<file path="src/rtl/bcl_pkg.sv">
package bcl_pkg;

    // bus status codes, line zero is the least significant bit
    localparam logic [3:0] ST_IDLE       = 4'h0;
    localparam logic [3:0] ST_SLV_WAIT   = 4'h3;
    localparam logic [3:0] ST_FETCH_SEQ  = 4'h8;
    localparam logic [3:0] ST_FETCH_NSEQ = 4'h9;
    localparam logic [3:0] ST_DATA       = 4'ha;
    localparam logic [3:0] ST_RMW        = 4'hb;
    localparam logic [3:0] ST_EA         = 4'hc;
    localparam logic [3:0] ST_SLV_OP     = 4'hd;
    localparam logic [3:0] ST_SLV_STAT   = 4'he;
    localparam logic [3:0] ST_SLV_ID     = 4'hf;

    // byte-lane categories as {high_byte_enable_n, address_bit_zero}
    localparam logic [1:0] LANE_EVEN_BYTE = 2'h2;
    localparam logic [1:0] LANE_ODD_BYTE  = 2'h1;
    localparam logic [1:0] LANE_EVEN_WORD = 2'h0;

    // slave status word fields
    localparam int SW_TRAP_BIT = 0;
    localparam int SW_F_BIT    = 5;
    localparam int SW_Z_BIT    = 6;
    localparam int SW_N_BIT    = 7;
    localparam int SW_L_BIT    = 2;

    localparam logic [2:0] FETCH_BYTES   = 3'h2;
    localparam logic [3:0] STATUS_RST    = ST_IDLE;
    localparam logic       STROBE_N_RST  = 1'b1;
    localparam logic [2:0] SYNC_RST      = 3'h0;

    typedef struct packed {
        logic [3:0]  kind;
        logic        write;
        logic [23:0] addr;
        logic [2:0]  size;
        logic [31:0] wdata;
    } bcl_req_type;

    typedef struct packed {
        logic [3:0]  kind;
        logic [31:0] rdata;
        logic        trap;
        logic [3:0]  psr_nzlf;
    } bcl_resp_type;

    typedef struct packed {
        logic        hbe_n;
        logic        a0;
        logic [1:0]  nbytes;
        logic [15:0] wdata;
    } bcl_piece_type;

    function automatic logic [7:0] get_byte(input logic [31:0] w, input logic [1:0] off);
        get_byte = w[{off, 3'h0} +: 8];
    endfunction

    function automatic logic [31:0] put_byte(input logic [31:0] w, input logic [1:0] off,
                                             input logic [7:0] b);
        logic [31:0] r;
        r = w;
        r[{off, 3'h0} +: 8] = b;
        put_byte = r;
    endfunction

endpackage

</file>
<file path="src/rtl/bcl_bus_engine.sv">
// Local design decisions: the address-and-strobe port.
`timescale 1ns/10ps
`default_nettype none
module bcl_bus_engine
    import bcl_pkg::*;
(
    input  wire logic         core_clk_in,
    input  wire logic         srst_in,
    input  wire logic         req_valid_in,
    input  wire bcl_req_type  req_in,
    output logic              req_ready_out,
    input  wire logic         queue_full_in,
    input  wire logic         queue_purge_in,
    input  wire logic [23:0]  fetch_addr_in,
    output logic              resp_valid_out,
    output bcl_resp_type      resp_out,
    input  wire logic         rdy_in,
    input  wire logic         slave_done_in,
    input  wire logic [15:0]  muxed_addr_data_bus_in,
    output logic [15:0]       muxed_addr_data_bus_out,
    output logic              muxed_addr_data_bus_oe_out,
    output logic [7:0]        upper_address_lines_out,
    output logic [3:0]        bus_status_lines_out,
    output logic              high_byte_enable_n_out,
    output logic              address_bit_zero_out,
    output logic              addr_strobe_n_out,
    output logic              data_strobe_n_out,
    output logic              read_dir_out
);
    typedef enum logic [5:0] {
        S_IDLE = 6'b000001,
        S_TS   = 6'b000010,
        S_T1   = 6'b000100,
        S_T2   = 6'b001000,
        S_T3   = 6'b010000,
        S_T4   = 6'b100000
    } bcl_state_type;

    bcl_state_type st_q, st_d;
    logic [3:0]    status_q, status_d;
    logic [23:0]   addr_q, addr_d;
    logic [2:0]    left_q, left_d;
    logic [1:0]    off_q, off_d;
    logic          wr_q, wr_d;
    logic [31:0]   wbuf_q, wbuf_d;
    logic [31:0]   rbuf_q, rbuf_d;
    logic          more_q, more_d;
    logic          purge_q, purge_d;
    logic [2:0]    rdy_s_q, rdy_s_d;
    logic          rdy_q, rdy_d;
    logic [2:0]    done_s_q, done_s_d;
    logic          slave_done_q, slave_done_d;
    logic          resp_valid_q, resp_valid_d;
    bcl_resp_type  resp_q, resp_d;
    logic [15:0]   ad_q, ad_d;
    logic          oe_q, oe_d;
    logic [7:0]    upper_q, upper_d;
    logic          hbe_n_q, hbe_n_d;
    logic          a0_q, a0_d;
    logic          ads_n_q, ads_n_d;
    logic          ds_n_q, ds_n_d;
    logic          dir_q, dir_d;

    bcl_piece_type piece;
    logic          last_t3;
    logic          can_take;
    logic          slave_blk;
    logic          take_req;
    logic          take_fetch;
    logic [31:0]   rd_all;
    logic          enter_t1;

    bcl_lane_split u_lane (
        .addr_in   (addr_q),
        .left_in   (left_q),
        .off_in    (off_q),
        .wbuf_in   (wbuf_q),
        .piece_out (piece)
    );

    assign last_t3  = (st_q == S_T3) && rdy_q;
    assign can_take = (st_q == S_IDLE) || (last_t3 && (left_q == {1'b0, piece.nbytes}));
    assign slave_blk  = req_valid_in && (req_in.kind == ST_SLV_STAT) && !slave_done_q;
    assign take_req   = can_take && req_valid_in && !slave_blk;
    assign take_fetch = can_take && !take_req && !queue_full_in;
    assign req_ready_out = take_req;

    // low lanes carry even bytes, high lanes odd
    always_comb begin
        rd_all = rbuf_q;
        // writes keep the buffer zero; the lanes then carry only our own data
        if (!wr_q) begin
            case ({piece.hbe_n, piece.a0})
                LANE_ODD_BYTE:  rd_all = put_byte(rbuf_q, off_q, muxed_addr_data_bus_in[15:8]);
                LANE_EVEN_BYTE: rd_all = put_byte(rbuf_q, off_q, muxed_addr_data_bus_in[7:0]);
                default: rd_all = put_byte(put_byte(rbuf_q, off_q, muxed_addr_data_bus_in[7:0]),
                                           2'(off_q + 2'h1), muxed_addr_data_bus_in[15:8]);
            endcase
        end
    end

    always_comb begin
        st_d = st_q;          status_d = status_q;  addr_d = addr_q;   left_d = left_q;
        off_d = off_q;        wr_d = wr_q;          wbuf_d = wbuf_q;   rbuf_d = rbuf_q;
        more_d = more_q;      purge_d = purge_q;    resp_d = resp_q;   resp_valid_d = 1'b0;
        ad_d = ad_q;          oe_d = oe_q;          upper_d = upper_q; hbe_n_d = hbe_n_q;
        a0_d = a0_q;          ads_n_d = ads_n_q;    ds_n_d = ds_n_q;   dir_d = dir_q;
        enter_t1 = 1'b0;
        // pins pass three flops; a change counts once the last two agree
        rdy_s_d  = {rdy_s_q[1:0], rdy_in};
        rdy_d    = (rdy_s_q[1] == rdy_s_q[2]) ? rdy_s_q[2] : rdy_q;
        done_s_d = {done_s_q[1:0], slave_done_in};
        slave_done_d = (done_s_q[1] == done_s_q[2]) ? done_s_q[2] : slave_done_q;

        case (st_q)
            S_IDLE: begin
                // status leads the cycle by one clock
                if (take_req || take_fetch) begin
                    st_d = S_TS;
                end else begin
                    status_d = slave_blk ? ST_SLV_WAIT : ST_IDLE;
                end
            end
            S_TS: begin
                st_d = S_T1;
                enter_t1 = 1'b1;
            end
            S_T1: begin
                st_d = S_T2;
                ads_n_d = 1'b1;
                ds_n_d = 1'b0;
                ad_d = wr_q ? piece.wdata : ad_q;
                oe_d = wr_q;
            end
            S_T2: begin
                st_d = S_T3;
            end
            S_T3: begin
                if (rdy_q) begin
                    st_d = S_T4;
                    ds_n_d = 1'b1;
                    rbuf_d = rd_all;
                    addr_d = addr_q + 24'(piece.nbytes);
                    off_d = 2'(off_q + piece.nbytes);
                    left_d = left_q - {1'b0, piece.nbytes};
                    more_d = (left_q != {1'b0, piece.nbytes});
                    if (!more_d) begin
                        resp_valid_d = 1'b1;
                        resp_d.kind = status_q;
                        resp_d.rdata = rd_all;
                        // trap and flags from the slave word
                        resp_d.trap = (status_q == ST_SLV_STAT) && rd_all[SW_TRAP_BIT];
                        resp_d.psr_nzlf = {rd_all[SW_N_BIT], rd_all[SW_Z_BIT],
                                           rd_all[SW_L_BIT], rd_all[SW_F_BIT]};
                        more_d = take_req || take_fetch;
                        if (!more_d) begin
                            status_d = slave_blk ? ST_SLV_WAIT : ST_IDLE;
                        end
                    end
                end
            end
            S_T4: begin
                if (more_q) begin
                    st_d = S_T1;
                    enter_t1 = 1'b1;
                end else begin
                    st_d = S_IDLE;
                    oe_d = 1'b0;
                end
            end
            default: begin
                st_d = S_IDLE;
            end
        endcase

        // status taken from the request kind, or from the purge flag for a fetch
        if (take_req) begin
            status_d = req_in.kind;
            wr_d = req_in.write;
            addr_d = req_in.addr;
            // any size from any byte address; size zero moves one byte
            left_d = (req_in.size == 3'h0) ? 3'h1 : req_in.size;
            wbuf_d = req_in.wdata;
        end else if (take_fetch) begin
            status_d = purge_q ? ST_FETCH_NSEQ : ST_FETCH_SEQ;
            wr_d = 1'b0;
            addr_d = fetch_addr_in;
            left_d = FETCH_BYTES;
            wbuf_d = '0;
        end
        if (take_req || take_fetch) begin
            off_d = 2'h0;
            rbuf_d = '0;
        end
        // purge set wins over the clearing fetch
        if (take_fetch) begin
            purge_d = 1'b0;
        end
        if (queue_purge_in) begin
            purge_d = 1'b1;
        end

        if (enter_t1) begin
            // full 24-bit byte address on the bus
            ad_d = addr_q[15:0];
            upper_d = addr_q[23:16];
            oe_d = 1'b1;
            ads_n_d = 1'b0;
            dir_d = !wr_q;
            // lane category on the enable and bit zero
            hbe_n_d = piece.hbe_n;
            a0_d = piece.a0;
        end
    end

    always_ff @(posedge core_clk_in) begin
        if (srst_in) begin
            st_q <= S_IDLE;        status_q <= STATUS_RST; addr_q <= '0;  left_q <= '0;
            off_q <= '0;           wr_q <= 1'b0;           wbuf_q <= '0;  rbuf_q <= '0;
            more_q <= 1'b0;        purge_q <= 1'b1;        rdy_s_q <= SYNC_RST;
            rdy_q <= 1'b0;         done_s_q <= SYNC_RST;   slave_done_q <= 1'b0;
            resp_valid_q <= 1'b0;  resp_q <= '0;           ad_q <= '0;    oe_q <= 1'b0;
            upper_q <= '0;         hbe_n_q <= STROBE_N_RST; a0_q <= 1'b0;
            ads_n_q <= STROBE_N_RST; ds_n_q <= STROBE_N_RST; dir_q <= 1'b0;
        end else begin
            st_q <= st_d;          status_q <= status_d;   addr_q <= addr_d; left_q <= left_d;
            off_q <= off_d;        wr_q <= wr_d;           wbuf_q <= wbuf_d; rbuf_q <= rbuf_d;
            more_q <= more_d;      purge_q <= purge_d;     rdy_s_q <= rdy_s_d;
            rdy_q <= rdy_d;        done_s_q <= done_s_d;   slave_done_q <= slave_done_d;
            resp_valid_q <= resp_valid_d; resp_q <= resp_d; ad_q <= ad_d; oe_q <= oe_d;
            upper_q <= upper_d;    hbe_n_q <= hbe_n_d;     a0_q <= a0_d;
            ads_n_q <= ads_n_d;    ds_n_q <= ds_n_d;       dir_q <= dir_d;
        end
    end

    assign resp_valid_out             = resp_valid_q;
    assign resp_out                   = resp_q;
    assign muxed_addr_data_bus_out    = ad_q;
    assign muxed_addr_data_bus_oe_out = oe_q;
    assign upper_address_lines_out    = upper_q;
    assign bus_status_lines_out       = status_q;
    assign high_byte_enable_n_out     = hbe_n_q;
    assign address_bit_zero_out       = a0_q;
    assign addr_strobe_n_out          = ads_n_q;
    assign data_strobe_n_out          = ds_n_q;
    assign read_dir_out               = dir_q;
endmodule // bcl_bus_engine
`default_nettype wire

</file>
<file path="src/rtl/bcl_lane_split.sv">
`timescale 1ns/10ps
`default_nettype none
// picks the next bus cycle of an operand from its address and the bytes left
module bcl_lane_split
    import bcl_pkg::*;
(
    input  wire logic [23:0]   addr_in,
    input  wire logic [2:0]    left_in,
    input  wire logic [1:0]    off_in,
    input  wire logic [31:0]   wbuf_in,
    output bcl_piece_type      piece_out
);
    logic [7:0] b0;
    logic [7:0] b1;

    assign b0 = get_byte(wbuf_in, off_in);
    assign b1 = get_byte(wbuf_in, 2'(off_in + 2'h1));

    always_comb begin
        piece_out = '0;
        if (addr_in[0]) begin
            {piece_out.hbe_n, piece_out.a0} = LANE_ODD_BYTE;
            piece_out.nbytes = 2'h1;
            piece_out.wdata  = {b0, 8'h00};
        end else if (left_in >= 3'h2) begin
            {piece_out.hbe_n, piece_out.a0} = LANE_EVEN_WORD;
            piece_out.nbytes = 2'h2;
            piece_out.wdata  = {b1, b0};
        end else begin
            {piece_out.hbe_n, piece_out.a0} = LANE_EVEN_BYTE;
            piece_out.nbytes = 2'h1;
            piece_out.wdata  = {8'h00, b0};
        end
    end
endmodule // bcl_lane_split
`default_nettype wire

</file>
<file path="config.mk">
export PLATFORM = sky130hd
export DESIGN_NAME = bcl_bus_engine
export DESIGN_NICKNAME = d
export VERILOG_FILES = /design/src/rtl/bcl_pkg.sv /design/src/rtl/bcl_bus_engine.sv /design/src/rtl/bcl_lane_split.sv
export SDC_FILE = /design/constraint.sdc
export NUM_CORES = 1
export LEC_CHECK = 0
export BUFFER_PORTS_ARGS = -buffer_cell sky130_fd_sc_hd__buf_2
export CAP_MARGIN = 20
export CELL_PAD_IN_SITES_DETAIL_PLACEMENT = 0
export CELL_PAD_IN_SITES_GLOBAL_PLACEMENT = 2
export CORE_ASPECT_RATIO = 1.4
export CORE_MARGIN = 5
export CORE_UTILIZATION = 36
export DETAILED_ROUTE_END_ITERATION = 16
export PLACE_DENSITY = 0.93
export SETUP_SLACK_MARGIN = 0.3
export SLEW_MARGIN = 0
export SYNTH_ARGS = -nofsm -noshare
export SYNTH_HDL_FRONTEND = slang
export SYNTH_HIERARCHICAL = 1
export SYNTH_SLANG_ARGS = --single-unit
</file>
<file path="constraint.sdc">
create_clock -name core_clk_in -period 6.65 [get_ports core_clk_in]
set_clock_uncertainty 0.1 [all_clocks]
set_input_delay 1.33 -clock core_clk_in [delete_from_list [all_inputs] [get_ports core_clk_in]]
set_output_delay 1.33 -clock core_clk_in [all_outputs]
set_load 0.03 [all_outputs]
</file>
==> results.cfg <==
[yosys]
ys.flop_type = dfxtp_1
syn_area_mm2 = 0.0104
synth_top_area_cell = dfxtp_1
yosysSeqAreaShare = 0.350
ys_ff_latch = 182
postSynthCellCount = 1290
mappedNetlistNets = 1416
synth_top_area_frac = 0.350
synth_area_leaders = dfxtp_1 35%, a21oi_1 5.7%, o21ai_0 4.8%
async_flop_share = 0
syn_area_per_cell_um2 = 8.08
synth-warning-count = 6
ys_types = 83
synth_edf_count = 0

[grt]
antenna_found_initial = 0
grt_usage = 0.218
grt-ovfl-total = 0
grt_pass1_wl_um = 56900
grt_pass1_vias = 10209
grt_max_degree = 62

[final_layout]
instances_no_fill = 1787
nets = 1525
antenna_cells = 0
drive_above_1_share = 0.202
post-route-util = 0.424
area_growth_pct = 16.0

[detailed_routing]
first_pass_iters = 5
wl_per_cell_um = 20.3
wl_um = 36400
drtIter0Drc = 693
ant_nets = 0
vias = 10430
drcViolationCount = 0
viasPerCell = 5.84

[timing]
finalSetupViolCount = 0
final_max_slew_viol_count = 0
period_minus_slack_ps = 4960
maxSlewHeadroom = 0.207
worst_slew_pin_slew_ps = 1190
finalHoldViolCount = 0
rsz0062_at_grt = false
post-route-period-util = 0.746
max_freq_mhz = 201
setup-tns-final_ps = 0

[clock_tree]
clk_path_buf_depth = 2
hold_buffers = 0
clkSinkCount = 182
cts_max_level = 4
cts_setup_buffers = 0
cts_root_buf = clkbuf_16
numCtsBuffers = 17
cts_tree = done
cts_resized = 0
clkTransAtPathRegs_ps = 60
clk_latency_ps = 440

[worst_setup_path]
required_ps = 5220
r2r-end = wbuf_q[5]
r2r-start = addr_q[0]
critical_path_class = reg2out
ff2ff_path_depth = 11
r2r_slack_ps = 2900
crit_path_max_fanout = 49
cp-end-kind = primary output
startpoint_type = register
arrival_ps = 3530

[pwr]
leakagePower_nw = 4.76
ir_worst_vdd_mv = 0.173
power_density_mw_per_mm2 = 257

[placed_design]
place.gp.congestion = 0.865
dpl.hpwl_um = 25700
port_buffers = 187
place_inst = 1755

[floorplan]
io_pins = 188
row_count = 73
core_mm2 = 0.0285
initial_core_util = 0.366
die_y_um = 211
fp.dieW_um = 154
fp.dieArea_mm2 = 0.0325

[worst_hold_path]
hp-class = reg2reg
hold_path_end = done_s_q[1]
hold_depth = 1
min_from = done_s_q[0]

[run_status]
outcome = complete, no violations

[run]
cap_violations = 0
## power by group
part	internal [W]	leakage [nW]	switching, W
Clock	0.000546	0.276	0.000447
Combinational	0.000330	3.00	0.000573
Sequential	0.00115	1.48	0.0000620
## sequential cells by signal (all words and copies together), names as in the netlist, 2 cells and up
signal and count:
done_s_q 3, resp_out 37, muxed_addr_data_bus_out 16, addr_q 24
upper_address_lines_out 8, off_q 2, wbuf_q 32, left_q 3
rbuf_q 32, bus_status_lines_out 4, st_q 6, rdy_s_q 3
## cells in the final DEF (no fill, tap or decap), drive strengths merged, types with 5 or more instances in the layout
master / count
o211ai: 6
or2: 5
a21o: 8
or3: 15
inv: 27
a21oi: 121
and2: 14
nor3: 35
a21boi: 8
a22o: 50
mux2i: 13
o221ai: 6
and3: 8
a311oi: 30
nor2: 120
dfxtp: 182
nand3: 63
and3b: 6
mux4: 16
o21a: 5
a211oi: 14
nand4: 7
nor2b: 31
a221o: 10
clkinv: 6
buf: 209
a22oi: 20
nand2b: 9
nand3b: 9
nor4b: 5
o21ai: 102
clkbuf: 21
nand2: 118
a31oi: 17
a221oi: 14
ha: 13
## critical path: stages (launching register included)
cell,delay (ps)
dfxtp_1,530
o21ba_2,500
inv_1,150
ha_1,290
and3b_1,170
and3_2,180
buf_4,460
nor2_2,40
buf_4,240
nor2_1,230
buf_2,240
## cells in the mapped netlist (20+ instances only)
master	instances
dfxtp_1	182
nor2_1	120
a21oi_1	119
nand2_1	118
o21ai_0	99
clkbuf_1	71
nand3_1	63
a22o_1	50
nor3_1	34
nor2b_1	31
a311oi_1	30
buf_2	26
inv_1	25
a22oi_1	20
## final cells by class
cell class                 instances  area [um^2]
sequential                       182         3640
multi-input combinational        963         6160
clock inverter                    11         98.8
timing repair buffer             209         1140
inverter                          26         97.6
clock buffer                      21          470
fill                            2923        16400
tap                              375          469
## worst max path at each step
stage | from | endpoint | slack (ps) | cells past startpoint
detailed placement | addr_q[0] | req_ready_out | 2130 | 10
finish | addr_q[0] | req_ready_out | 1690 | 10
global placement | addr_q[0] | req_ready_out | 2210 | 10
CTS | addr_q[0] | req_ready_out | 1640 | 10
global route | addr_q[0] | req_ready_out | 1420 | 10
floorplan | req_in[60] | req_ready_out | 2750 | 5
## logic make-up (layout without fill, tap and decap cells)
kind of cell,Yosys count,after routing,synth area share
fa+ha+maj,15,15,0.0195
buf+inv,145,267,0.0611
flops,182,182,0.350
simple gates,462,462,0.224
compound gates,450,450,0.290
xor+xnor,5,5,0.00420
mux,31,31,0.0514
## metrics by stage
| stage | area (um^2) | worst slack (ps) | total power (W) | hold WS [ps] |
|---|---|---|---|---|
| final | 12100 | 1690 | 0.00310 | 341 |
| after global placement | 11500 | 2210 | 0.00212 | 320 |
| after global routing | 12100 | 1420 | 0.00327 | 360 |
| after floorplan | 10400 | 2750 | 0.00185 | 314 |
| after detailed placement | 11500 | 2130 | 0.00213 | 328 |
| after CTS | 12100 | 1640 | 0.00312 | 347 |
## routing by layer
layer  global-route usage  vias to the layer above  wire length [um]
met5                    0                        -                 0
met4               0.0884                        0              1300
met3               0.0393                       78              1890
met2                0.390                      359             18500
met1                0.257                     5003             14700
li1                     -                     4990                 -
No activity file was read; power rests on OpenSTA's default activity.
